$ cat config.mk
export PLATFORM = sky130hd
export DESIGN_NAME = acs_core
export DESIGN_NICKNAME = d
export VERILOG_FILES = /design/src/include/acs_pkg.sv /design/src/core/acs_core.sv
export SDC_FILE = /design/constraint.sdc
export NUM_CORES = 1
export LEC_CHECK = 0
export ABC_AREA = 1
export BUFFER_PORTS_ARGS = -buffer_cell sky130_fd_sc_hd__buf_2
export CAP_MARGIN = 20
export CORE_MARGIN = 5
export CORE_UTILIZATION = 49
export DETAILED_ROUTE_END_ITERATION = 7
export GPL_ROUTABILITY_DRIVEN = 1
export PLACE_DENSITY = 0.88
export SLEW_MARGIN = 20
export SYNTH_ARGS = -nofsm -noshare
export SYNTH_HDL_FRONTEND = slang
export SYNTH_SLANG_ARGS = --single-unit
$ cat constraint.sdc
create_clock -name clk_in -period 3.9 [get_ports clk_in]
set_input_delay 0.78 -clock clk_in [delete_from_list [all_inputs] [get_ports clk_in]]
set_output_delay 0.78 -clock clk_in [all_outputs]
set_load 0.03 [all_outputs]
$ cat src/include/acs_pkg.sv
// package for the converter configuration, status and rate block.
// assumes a 100 MHz core clock and byte-wide register access from the host link.
package acs_pkg;

   // ****************************************************************
   // register map
   // ****************************************************************
   localparam logic [7:0] ACS_ADDR_FLAG       = 8'h0D;
   localparam logic [7:0] ACS_ADDR_CONFIG     = 8'h11;
   localparam logic [7:0] ACS_ADDR_RESULT_HI  = 8'h0E;
   localparam logic [7:0] ACS_ADDR_RESULT_LO  = 8'h0F;

   // configuration register fields
   localparam int CFG_JUSTIFY_BIT  = 5;
   localparam int CFG_SIGNED_BIT   = 4;
   localparam int CFG_HOLD_BIT     = 3;
   localparam int CFG_RATE_MSB     = 2;
   localparam logic [7:0] CFG_RESET      = 8'h00;
   localparam logic [7:0] CFG_WRITE_MASK = 8'h3F;

   // flag register fields
   localparam int FLAG_DONE_BIT    = 0;
   localparam int FLAG_CMP_BIT     = 1;
   localparam logic [1:0] FLAG_RESET = 2'b00;

   // channel select codes
   localparam logic [4:0] CH_AIN_LAST     = 5'h03;
   localparam logic [4:0] CH_CURRENT_LAST = 5'h0F;
   localparam logic [4:0] CH_SUPPLY       = 5'h10;
   localparam logic [4:0] CH_DIAG_RATIO_A = 5'h19;
   localparam logic [4:0] CH_DIAG_RATIO_B = 5'h1A;
   localparam logic [4:0] CH_DIAG_CURRENT = 5'h1F;

   // analog input configuration fields
   localparam int AIN_TEMP_EN_LSB  = 4;
   localparam int AIN_FIRST_TEMP   = 2;

   // rate limit for external temperature conversions
   localparam logic [2:0] RATE_TEMP_MIN = 3'b011;

   // ****************************************************************
   // timing
   // ****************************************************************
   localparam int CLK_PERIOD_NS    = 10;
   localparam int SETTLE_NS        = 10000;
   localparam int BASE_PERIOD_NS   = 4000;
   localparam int SETTLE_CYCLES    = (SETTLE_NS + CLK_PERIOD_NS - 1) / CLK_PERIOD_NS;
   localparam int BASE_PERIOD_CYCLES = BASE_PERIOD_NS / CLK_PERIOD_NS;

   // ****************************************************************
   // types
   // ****************************************************************
   typedef enum logic [1:0] {
      ACS_REF_RATIO   = 2'b00,
      ACS_REF_VOLTAGE = 2'b01,
      ACS_REF_CURRENT = 2'b10,
      ACS_REF_TEMP    = 2'b11
   } acs_ref_t;

   typedef struct packed {
      logic       wr;
      logic       rd;
      logic [7:0] addr;
      logic [7:0] wdata;
   } acs_reg_req_t;

   typedef struct packed {
      logic [7:0] high;
      logic [7:0] low;
   } acs_result_t;

endpackage

$ cat src/core/acs_core.sv
// converter control: reference choice, result formatting, pacing, config and flag registers.
// assumes register requests arrive as single-cycle strobes from the host link decoder,
// and that the analog converter answers each start pulse with one done pulse.
`timescale 1ns/100ps
`default_nettype none

// Overview of operation
// - reference picked from channel select and input configuration, no separate control
// - ratiometric mode uses sensor supply pins as reference, full scale 1023
// - absolute mode uses internal reference; supply channel additionally divided by eight
// - driver current channels give unsigned code against sense-ratio reference current
// - config register at 0x11, bits 7:6 read zero, resets to zero
// - config bit 5 one selects right justification, zero left
// - config bit 4 one gives signed -512..+511 for ratiometric results, zero unsigned 0..1023
// - config bit 3 holds next sample until result read, else overwrite
// - config writes ignored while a conversion runs
// - flag register at 0x0D: bit1 compare count, bit0 done, write one clears
// - done flag set when result ready, clear when none pending or read
// - compare-count flag set when counter equals programmed target
// - comparator enabled masks done flag from the interrupt output
// - sample rate is maximum rate divided by three-bit divisor
// - codes 000..110 give periods 4 us doubling to 256 us
// - result interval is sample plus conversion plus idle; temperature paced by idle
// - every start inserts a 10 us input settling period
// - single start clears on completion; continuous keeps running and wins
// - input mode bit set means absolute, clear means ratiometric
// - reading result registers clears the done flag
// - temperature conversions limited to one eighth maximum rate for codes 000..011
module acs_core
   import acs_pkg::*;
#(
   parameter int SETTLE_LEN = SETTLE_CYCLES,      // settling cycles after a start
   parameter int BASE_LEN   = BASE_PERIOD_CYCLES  // cycles of the fastest period
) (
   input  wire logic                 clk_in,                 // core clock, 100 MHz
   input  wire logic                 reset_in,               // synchronous reset, active high
   input  wire acs_pkg::acs_reg_req_t reg_req_in,            // register strobe, address, data
   output logic [7:0]                reg_rdata_out,          // read data, valid with read strobe
   input  wire logic [4:0]           input_channel_select_in, // selected measurement channel
   input  wire logic [7:0]           analog_input_config_in, // per-input mode and temp enables
   input  wire logic                 single_convert_start_in, // single conversion request level
   input  wire logic                 continuous_convert_start_in, // continuous request level
   input  wire logic                 comparator_enable_in,   // result comparator enabled
   input  wire logic [7:0]           compare_count_in,       // comparator counter value
   input  wire logic [7:0]           compare_count_target_in, // programmed count target
   input  wire logic                 compare_update_in,      // counter updated this cycle
   input  wire logic                 sar_done_in,            // analog conversion finished
   input  wire logic [9:0]           sar_code_in,            // raw unsigned code, valid with done
   output acs_pkg::acs_ref_t         reference_select_out,   // reference routed to converter
   output logic                      supply_divide_out,      // supply prescaler by eight engaged
   output logic                      signed_result_out,      // result uses signed format
   output logic                      settle_out,             // input stage settling
   output logic                      sample_start_out,       // pulse: start a sample
   output logic                      single_start_clear_out, // pulse: clear single start bit
   output logic                      busy_out,               // a conversion sequence runs
   output logic                      interrupt_out,          // global converter interrupt
   output logic [7:0]                result_high_out,        // formatted result, high byte
   output logic [7:0]                result_low_out          // formatted result, low byte
);
   import acs_pkg::*;

   // ****************************************************************
   // parameter checks
   // ****************************************************************
   initial begin
      if (SETTLE_LEN < 1 || BASE_LEN < 1 || BASE_LEN * 128 >= (1 << 24)) begin
         $error("acs_core: timing parameters out of range");
      end
   end

   // ****************************************************************
   // state and storage
   // ****************************************************************
   typedef enum logic [2:0] {
      ACS_IDLE    = 3'b000,
      ACS_SETTLE  = 3'b001,
      ACS_CONVERT = 3'b010,
      ACS_PACE    = 3'b011,
      ACS_FINISH  = 3'b100
   } acs_state_t;

   acs_state_t   state;
   acs_state_t   next_state;
   logic [7:0]   config_reg;
   logic [1:0]   flag_reg;
   logic [23:0]  timer;
   logic [23:0]  period_len;
   logic [2:0]   rate_code;
   acs_result_t  result;
   logic [7:0]   shadow_byte;
   logic         shadow_valid;
   acs_ref_t     ref_now;
   logic         is_ratio;
   logic         run_req;
   logic         cfg_wr;
   logic         flag_wr;
   logic         rd_high;
   logic         rd_low;
   logic         result_read;
   logic [9:0]   code_fmt;
   logic         just_right;
   logic         sign_en;

   // ****************************************************************
   // reference decode
   // ****************************************************************
   // channel to reference; also used to pick result signedness and rate limit
   function automatic acs_ref_t ref_of(input logic [4:0] ch, input logic [7:0] ain);
      acs_ref_t r;
      r = ACS_REF_VOLTAGE;
      if (ch <= CH_AIN_LAST) begin
         if (ch >= AIN_FIRST_TEMP && ain[AIN_TEMP_EN_LSB + ch[0]]) begin
            r = ACS_REF_TEMP;
         end else if (ain[ch[1:0]]) begin
            r = ACS_REF_VOLTAGE;
         end else begin
            r = ACS_REF_RATIO;
         end
      end else if (ch <= CH_CURRENT_LAST || ch == CH_DIAG_CURRENT) begin
         r = ACS_REF_CURRENT;
      end else if (ch == CH_DIAG_RATIO_A || ch == CH_DIAG_RATIO_B) begin
         r = ACS_REF_RATIO;
      end
      return r;
   endfunction

   // reference follows the live channel and input setup
   always_comb begin
      ref_now  = ref_of(input_channel_select_in, analog_input_config_in);
      is_ratio = (ref_now == ACS_REF_RATIO);
   end

   assign reference_select_out = ref_now;
   assign supply_divide_out    = (input_channel_select_in == CH_SUPPLY);
   assign just_right           = config_reg[CFG_JUSTIFY_BIT];
   // signed form only applies to ratiometric results; current codes stay unsigned
   assign sign_en              = config_reg[CFG_SIGNED_BIT] && is_ratio;
   assign signed_result_out    = sign_en;

   // ****************************************************************
   // register access decode
   // ****************************************************************
   assign run_req     = single_convert_start_in || continuous_convert_start_in;
   assign busy_out    = (state != ACS_IDLE);
   assign cfg_wr      = reg_req_in.wr && reg_req_in.addr == ACS_ADDR_CONFIG && !busy_out;
   assign flag_wr     = reg_req_in.wr && reg_req_in.addr == ACS_ADDR_FLAG;
   assign rd_high     = reg_req_in.rd && reg_req_in.addr == ACS_ADDR_RESULT_HI;
   assign rd_low      = reg_req_in.rd && reg_req_in.addr == ACS_ADDR_RESULT_LO;
   // the byte read first depends on justification; it frees the pair
   assign result_read = just_right ? rd_low : rd_high;

   // configuration register, frozen while converting
   always_ff @(posedge clk_in) begin
      if (reset_in) begin
         config_reg <= CFG_RESET;
      end else if (cfg_wr) begin
         config_reg <= reg_req_in.wdata & CFG_WRITE_MASK;
      end
   end

   // read mux; unmapped addresses read zero
   always_comb begin
      reg_rdata_out = 8'h00;
      unique case (reg_req_in.addr)
         ACS_ADDR_CONFIG:    reg_rdata_out = config_reg & CFG_WRITE_MASK;
         ACS_ADDR_FLAG:      reg_rdata_out = {6'h00, flag_reg};
         ACS_ADDR_RESULT_HI: reg_rdata_out = (just_right && shadow_valid) ? shadow_byte : result.high;
         ACS_ADDR_RESULT_LO: reg_rdata_out = (!just_right && shadow_valid) ? shadow_byte : result.low;
         default:            reg_rdata_out = 8'h00;
      endcase
   end

   // ****************************************************************
   // flags
   // ****************************************************************
   // hardware set wins over a clear arriving in the same cycle
   always_ff @(posedge clk_in) begin
      if (reset_in) begin
         flag_reg <= FLAG_RESET;
      end else begin
         if (state == ACS_CONVERT && sar_done_in) begin
            flag_reg[FLAG_DONE_BIT] <= 1'b1;
         end else if (result_read || (flag_wr && reg_req_in.wdata[FLAG_DONE_BIT])) begin
            flag_reg[FLAG_DONE_BIT] <= 1'b0;
         end
         if (compare_update_in && compare_count_in == compare_count_target_in) begin
            flag_reg[FLAG_CMP_BIT] <= 1'b1;
         end else if (flag_wr && reg_req_in.wdata[FLAG_CMP_BIT]) begin
            flag_reg[FLAG_CMP_BIT] <= 1'b0;
         end
      end
   end

   // done flag stays visible in the register but is kept off the interrupt while the comparator is enabled
   assign interrupt_out = flag_reg[FLAG_CMP_BIT] ||
                          (flag_reg[FLAG_DONE_BIT] && !comparator_enable_in);

   // ****************************************************************
   // result formatting
   // ****************************************************************
   // offset binary to two's complement: flipping the top bit centres the range
   assign code_fmt = sign_en ? (sar_code_in ^ 10'h200) : sar_code_in;

   // result pair loads on each finished conversion; unread data is overwritten
   always_ff @(posedge clk_in) begin
      if (reset_in) begin
         result <= '0;
      end else if (state == ACS_CONVERT && sar_done_in) begin
         if (just_right) begin
            result.low  <= code_fmt[7:0];
            result.high <= {{6{sign_en & code_fmt[9]}}, code_fmt[9:8]};
         end else begin
            result.high <= code_fmt[9:2];
            result.low  <= {code_fmt[1:0], 6'h00};
         end
      end
   end

   // second byte is frozen when the first is read so a new result cannot tear the pair
   always_ff @(posedge clk_in) begin
      if (reset_in) begin
         shadow_byte  <= 8'h00;
         shadow_valid <= 1'b0;
      end else if (result_read) begin
         shadow_byte  <= just_right ? result.high : result.low;
         shadow_valid <= 1'b1;
      end else if ((just_right && rd_high) || (!just_right && rd_low)) begin
         shadow_valid <= 1'b0;
      end
   end

   assign result_high_out = result.high;
   assign result_low_out  = result.low;

   // ****************************************************************
   // sample-rate pacing
   // ****************************************************************
   // external temperature cannot run faster than the eighth-rate code
   always_comb begin
      rate_code = config_reg[CFG_RATE_MSB:0];
      if (ref_now == ACS_REF_TEMP && rate_code < RATE_TEMP_MIN) begin
         rate_code = RATE_TEMP_MIN;
      end
      // period doubles per code, 111 giving 128 times the base
      period_len = 24'(BASE_LEN) << rate_code;
   end

   // ****************************************************************
   // conversion sequencer
   // ****************************************************************
   always_comb begin
      next_state = state;
      unique case (state)
         ACS_IDLE: begin
            if (run_req) begin
               next_state = ACS_SETTLE;
            end
         end
         ACS_SETTLE: begin
            if (!run_req) begin
               next_state = ACS_IDLE;
            end else if (timer == 24'(SETTLE_LEN - 1)) begin
               next_state = ACS_CONVERT;
            end
         end
         ACS_CONVERT: begin
            if (sar_done_in) begin
               // continuous wins when both are requested
               next_state = continuous_convert_start_in ? ACS_PACE : ACS_FINISH;
            end
         end
         ACS_PACE: begin
            // sample, conversion and idle all fit inside one period
            if (!continuous_convert_start_in) begin
               next_state = ACS_IDLE;
            end else if (timer >= period_len - 24'd1 &&
                         !(config_reg[CFG_HOLD_BIT] && flag_reg[FLAG_DONE_BIT])) begin
               next_state = ACS_CONVERT;
            end
         end
         ACS_FINISH: begin
            next_state = ACS_IDLE;
         end
         default: begin
            next_state = ACS_IDLE;
         end
      endcase
   end

   // state register
   always_ff @(posedge clk_in) begin
      if (reset_in) begin
         state <= ACS_IDLE;
      end else begin
         state <= next_state;
      end
   end

   // timer counts settle cycles, then cycles since the current sample started
   always_ff @(posedge clk_in) begin
      if (reset_in) begin
         timer <= 24'd0;
      end else if (state != next_state && next_state != ACS_PACE) begin
         timer <= 24'd0;
      end else if (timer != 24'hFF_FFFF) begin
         timer <= timer + 24'd1;
      end
   end

   // start pulse on entering convert; single start cleared once its result is stored
   always_ff @(posedge clk_in) begin
      if (reset_in) begin
         sample_start_out       <= 1'b0;
         single_start_clear_out <= 1'b0;
      end else begin
         sample_start_out       <= (next_state == ACS_CONVERT && state != ACS_CONVERT);
         single_start_clear_out <= (state == ACS_CONVERT && next_state == ACS_FINISH);
      end
   end

   assign settle_out = (state == ACS_SETTLE);

endmodule

`default_nettype wire

* Yosys cells after proc, flatten, opt, wreduce, memory -nomap -nowiden
Index checks and enable logic that the tools add are counted.
** Storage, ports and cells
- Register bits :: 62
- Word-level logic and storage cells :: 114
** Operators by class
- Reductions and logical operators :: 39
- Equal/unequal tests :: 20
- Magnitude comparators :: 7
- Add/sub/neg operators :: 3
- Shift-type cells :: 1
- Muxes and demuxes :: 31
- Bitwise logic cells :: 2
** Operator list (count)
- $pmux 8 s4 :: 1
- $add 24x1->24 const B :: 1
- $eq 24x10->1 const B :: 1
- $eq 8x4->1 const B :: 3
- $ge 24x24->1 :: 1
- $mux 3 :: 8
- $mux 8 :: 3
- $ne 24x24->1 const B :: 1
- $shl 9x3->24 const A :: 1
- $sub 24x1->24 const B :: 1
- $logic_and 1x1->1 :: 22
- $eq 5x5->1 const B :: 4
- $mux 16 :: 1
- $pmux 3 s4 :: 1
- $mux 1 :: 11
- $mux 10 :: 1
- $eq 3x2->1 const B :: 3
- $eq 8x5->1 const B :: 1
- $eq 8x8->1 :: 1
- $logic_or 1x1->1 :: 6
- $mux 2 :: 3
- $ne 3x2->1 const B :: 2
- $reduce_bool 2->1 :: 3
- $ge 5x2->1 const B :: 1
- other kinds (19) :: 22

* Logic depth before layout (Yosys ltp)
- Depth after elaboration :: 19
- Gate-level depth with buffers :: 30
- Gate-level depth less buffers :: 29

* Least setup slack after synthesis
OpenSTA, ideal clock, no wires.
- Path type :: input -> register
- Start :: input port input_channel_select_in[4]
- End :: register timer[5]
- Arrival time :: 3.641 ns
- Cell stages on the path :: 26
- Setup time :: 0.117 ns
- Setup slack :: 0.142 ns
- Cells stage by stage :: nor2_1 > nand2_1 > nor3_1 > nand2_1 > nand2_1 > ha_1 > or2_2 > o21ai_0 > nand2_1 > nor2_1 > a22oi_1 > ha_1 > nand2_1 > nor2_1 > nand2_1 > nor2_1 > nand2_1 > nand2_1 > nand2_1 > nand2_2 > nand3_1 > nand3_2 > nand2_2 > nand2_4 > buf_6 > nor2_2
** Between the ends
- Word-level cells in the longest chain between the ends :: 18
** Ends and longest elaborated chain
- start, declared :: line acs_core.sv:39 : input wire logic [4:0] input_channel_select_in,
- parallel branches: the longest is 4 deep, another holds $le 5x4->1
- $mux 2 (*) :: line acs_core.sv:111 : if (ch <= CH_AIN_LAST) begin
- $eq 2x2->1 (*) :: line acs_core.sv:241 : if (ref_now == ACS_REF_TEMP && rate_code < RATE_TEMP_MIN) begin
- $logic_and 1x1->1 (*) :: line acs_core.sv:241
- $mux 3 (*) :: line acs_core.sv:241
- $shl 9x3->24 (*) :: line acs_core.sv:245 : period_len = 24'(BASE_LEN) << rate_code;
- $sub 24x1->24 (*) :: line acs_core.sv:276 : end else if (timer >= period_len - 24'd1 &&
- $ge 24x24->1 (*) :: line acs_core.sv:276
- $logic_and 1x1->1 (*) :: line acs_core.sv:276
- $mux 3 (*) :: line acs_core.sv:276
- $mux 3 (*) :: line acs_core.sv:274 : if (!continuous_convert_start_in) begin
- $pmux 3 s4 (*) :: line acs_core.sv:253 : unique case (state)
- $ne 3x3->1 / $ne 3x2->1 (equally long branches) :: line acs_core.sv:303 : end else if (state != next_state && next_state != ACS_PACE) begin
- $logic_and 1x1->1 (*) :: line acs_core.sv:303
- $reduce_or 2->1 (no source line) (*)
- end signal, assigned :: line acs_core.sv:306 : timer <= timer + 24'd1;
- end, declared :: line acs_core.sv:86 : logic [23:0] timer;
Mark *: on every way between the ends.
A chain may end at the register's enable or synchronous reset.

* Final worst setup path
- Start :: input port analog_input_config_in[4]
- End :: register timer[23]
** Between the ends
- Word-level cells in the longest chain between the ends :: 18
** Ends and longest elaborated chain
- start, declared :: line acs_core.sv:40 : input wire logic [7:0] analog_input_config_in,
- $bmux 1 s3 (*) :: line acs_core.sv:112 : if (ch >= AIN_FIRST_TEMP && ain[AIN_TEMP_EN_LSB + ch[0]]) begin
- $mux 1 (implied by the code) (*) :: line acs_core.sv:112
- $logic_and 1x1->1 (*) :: line acs_core.sv:112
- $mux 2 (*) :: line acs_core.sv:112
- $mux 2 (*) :: line acs_core.sv:111
- $eq 2x2->1 (*) :: line acs_core.sv:241
- $logic_and 1x1->1 (*) :: line acs_core.sv:241
- $mux 3 (*) :: line acs_core.sv:241
- [... 2 more ...]
- $ge 24x24->1 (*) :: line acs_core.sv:276
- $logic_and 1x1->1 (*) :: line acs_core.sv:276
- $mux 3 (*) :: line acs_core.sv:276
- $mux 3 (*) :: line acs_core.sv:274
- $pmux 3 s4 (*) :: line acs_core.sv:253
- $ne 3x3->1 / $ne 3x2->1 (equally long branches) :: line acs_core.sv:303
- $logic_and 1x1->1 (*) :: line acs_core.sv:303
- $reduce_or 2->1 (no source line) (*)
Mark *: on every way between the ends. The rest lies on a longest branch, timed or not. The select of a mux whose other input is x is not followed.

==> impl_metrics.ini <==
[status]
status = finished, final reports clean

[worst_setup_path]
cpLargestDelayFamily = simple AND/OR/NAND/NOR gates
max_stage_delay_ns = 0.28
required_ns = 4.18
critPathBufInv = 5
cp-start-kind = primary input
critical_path_class = primary input to flip-flop
cp_max_fo = 6
crit_top_cell = nand2_2
reg2reg_from = config_reg[2]
end_kind = flip-flop
cp_data_arrival_time_ns = 4.07
crit_slowest_cell = ha_4
worstSetupStartpoint = analog_input_config_in[4]

[sta]
fin_setup_tns_ns = 0
maxSlewViolCount = 0
post-route-min-period_ns = 3.786
worst_slew_pin_slew_ns = 1.347
max_freq_mhz = 264.1
clock_skew_ns = 0.01442
finalSetupViolations = 0
rsz0062_at_grt = yes
slew_headroom = 0.1007
hold_viol = 0
post-route-period-util = 0.9707

[die]
die_area_mm2 = 0.01050
ios = 97
die_y_um = 102.5
placementRows = 33
die_w_um = 102.5
coreArea_mm2 = 0.008258
start_util = 0.5073

[pwr]
power_switching_mw = 0.3656
vdd_drop_max_uv = 249.6
switching_share = 0.2503
powerDensity_mw_per_mm2 = 267.2
seq_power_share = 0.437
pwr-share-clk = 0.453
p_int_mw = 1.095
finalPower_mw = 1.461
combPwrFrac = 0.110
leakage_nw = 2.381

[finish]
mostFrequentLayoutCells = nand2_1 (146), buf_2 (90), inv_1 (66)
largest_reg_flops = 24
top_register = timer
syn2layout_area_growth_pct = 30.53
drive_gt1_frac = 0.2777
layout.nets = 829
final_common_cell = nand2_1
n_antenna_cell = 0

[grt]
antenna_found_initial = 0
grt_pass1_vias = 4526
grt_usage = 0.2332
grt_max_degree = 28
globalRouteOverflowTotal = 0
grt_pass1_wl_um = 19870

[detailed_routing]
drt_iter0_markers = 238
viasPerCell = 5.559
wl_met2_um = 6710
wl_met3_um = 921
wl_um = 12710
wl_met1_um = 4747
drc = 0
wl_per_cell_um = 14.88
drt_pre_antenna_iters = 5
via_count = 4747
postRouteAntennaNets = 0
top_layer = met4

[synthesis]
synth_seq_cells = 62
synth_warnings = 0
synth_area_per_cell_um2 = 6.628
synth_area_mm2 = 0.004189
yosys.cell_types.count = 38
synthCells = 632
synth-seq-area-share = 0.2963
synth_nets = 717

[placement]
io_buffers = 92
globalplace.congestion = 0.9058
hpwl_um = 8818

[cts]
cts_tree = yes
cts_hold_buffers = 0
clk_path_buf_depth = 2
clock_latency_ns = 0.35
cts_max_level = 3
cts_sinks = 62
cts_made_buffers = 9
clockRootBuffer = clkbuf_8
clk_pin_slew_worst_paths_ns = 0.07

[hold_path]
hold_start = flag_reg[0]
hp-class = flip-flop to flip-flop

[flow_run]
max_cap_viol_count = 0
==> cell type report <==
cell class                 count  area [um2]
sequential                    62        1241
multi-input combinational    484        2928
inverter                      71       274.0
timing repair buffer         116       660.6
fill                         683        2790
clock inverter                 5       81.33
tap                          105       131.4
clock buffer                  11       151.4
==> synthesized netlist by cell type, drive strengths merged <==
cell type / count / area, um2
xor2: 23 / 201.4
clkbuf: 10 / 37.54
nor2: 94 / 405.4
buf: 8 / 56.29
mux2i: 1 / 10.01
inv: 70 / 262.8
o21a: 3 / 22.52
or2: 4 / 25.03
nand2: 159 / 611.8
a21oi: 17 / 88.84
nor3: 13 / 65.06
o211ai: 4 / 30.03
clkinv: 1 / 3.750
xnor2: 11 / 96.34
o2111ai: 2 / 17.52
nand3: 30 / 155.1
nor4: 16 / 115.1
ha: 21 / 262.8
a22oi: 2 / 15.01
a22o: 2 / 17.52
o21bai: 2 / 15.01
nand4: 11 / 68.82
a211oi: 1 / 7.510
a31oi: 16 / 100.1
dfxtp: 62 / 1241
o21ai: 49 / 256.5
==> metrics by stage <==
step	util	hold slack (ns)	instance area (um2)	instances	worst slack (ns)
global placement	0.5848	0.4653	4830	830	-0.2477
global route	0.6621	0.5362	5468	854	-0.1292
finish	0.6621	0.5065	5468	854	0.1143
floorplan	-	0.4529	4189	632	0.1420
CTS	0.6147	0.5011	5076	846	0.04213
detailed placement	0.5848	0.4813	4830	830	-0.4119
==> logic make-up after synthesis <==
kind of cell | share of synthesized area
XOR/XNOR | 0.07109
AND/OR/NAND/NOR | 0.3453
buffers and inverters | 0.08602
AO/OA/AOI/OAI | 0.1362
flip-flops | 0.2963
adder cells (fa/ha/maj) | 0.06272
multiplexers | 0.002390
==> worst paths after layout <==
| kind | to | slack, ns | cells past startpoint |
|---|---|---|---|
| max | timer[23] | 0.11 | 30 |
| min | flag_reg[0] | 0.51 | 2 |
| max reg2reg | timer[23] | 0.29 | 25 |
| min reg2reg | flag_reg[0] | 0.51 | 2 |
==> power groups by stage <==
stage               combinational (mW)  sequential [mW]  clock (mW)
floorplan                       0.0686            0.652           0
global placement                 0.119            0.653           0
detailed placement               0.124            0.653           0
CTS                              0.127            0.638       0.670
global route                     0.175            0.639       0.700
finish                           0.161            0.639       0.661
==> tightest hold or removal path, cell delays in order, from the launching register on <==
cell and delay, ns:
dfxtp_1 0.33, nand3_1 0.08, a21oi_1 0.05
==> layer usage <==
metal,vias up,GRT usage
li1,2299,-
met1,2216,0.2627
met2,190,0.4305
met3,42,0.05188
met4,0,0.07770
met5,-,0
==> repair_timing <==
action | 4_1_cts | 5_1_grt
buffers inserted | 0 | 5
resized for setup | 2 | 81
cloned | 0 | 3
pin swaps | 0 | 26
setup endpoints to repair | 23 | 25
Note: power is estimated with default switching activity, not from simulation.
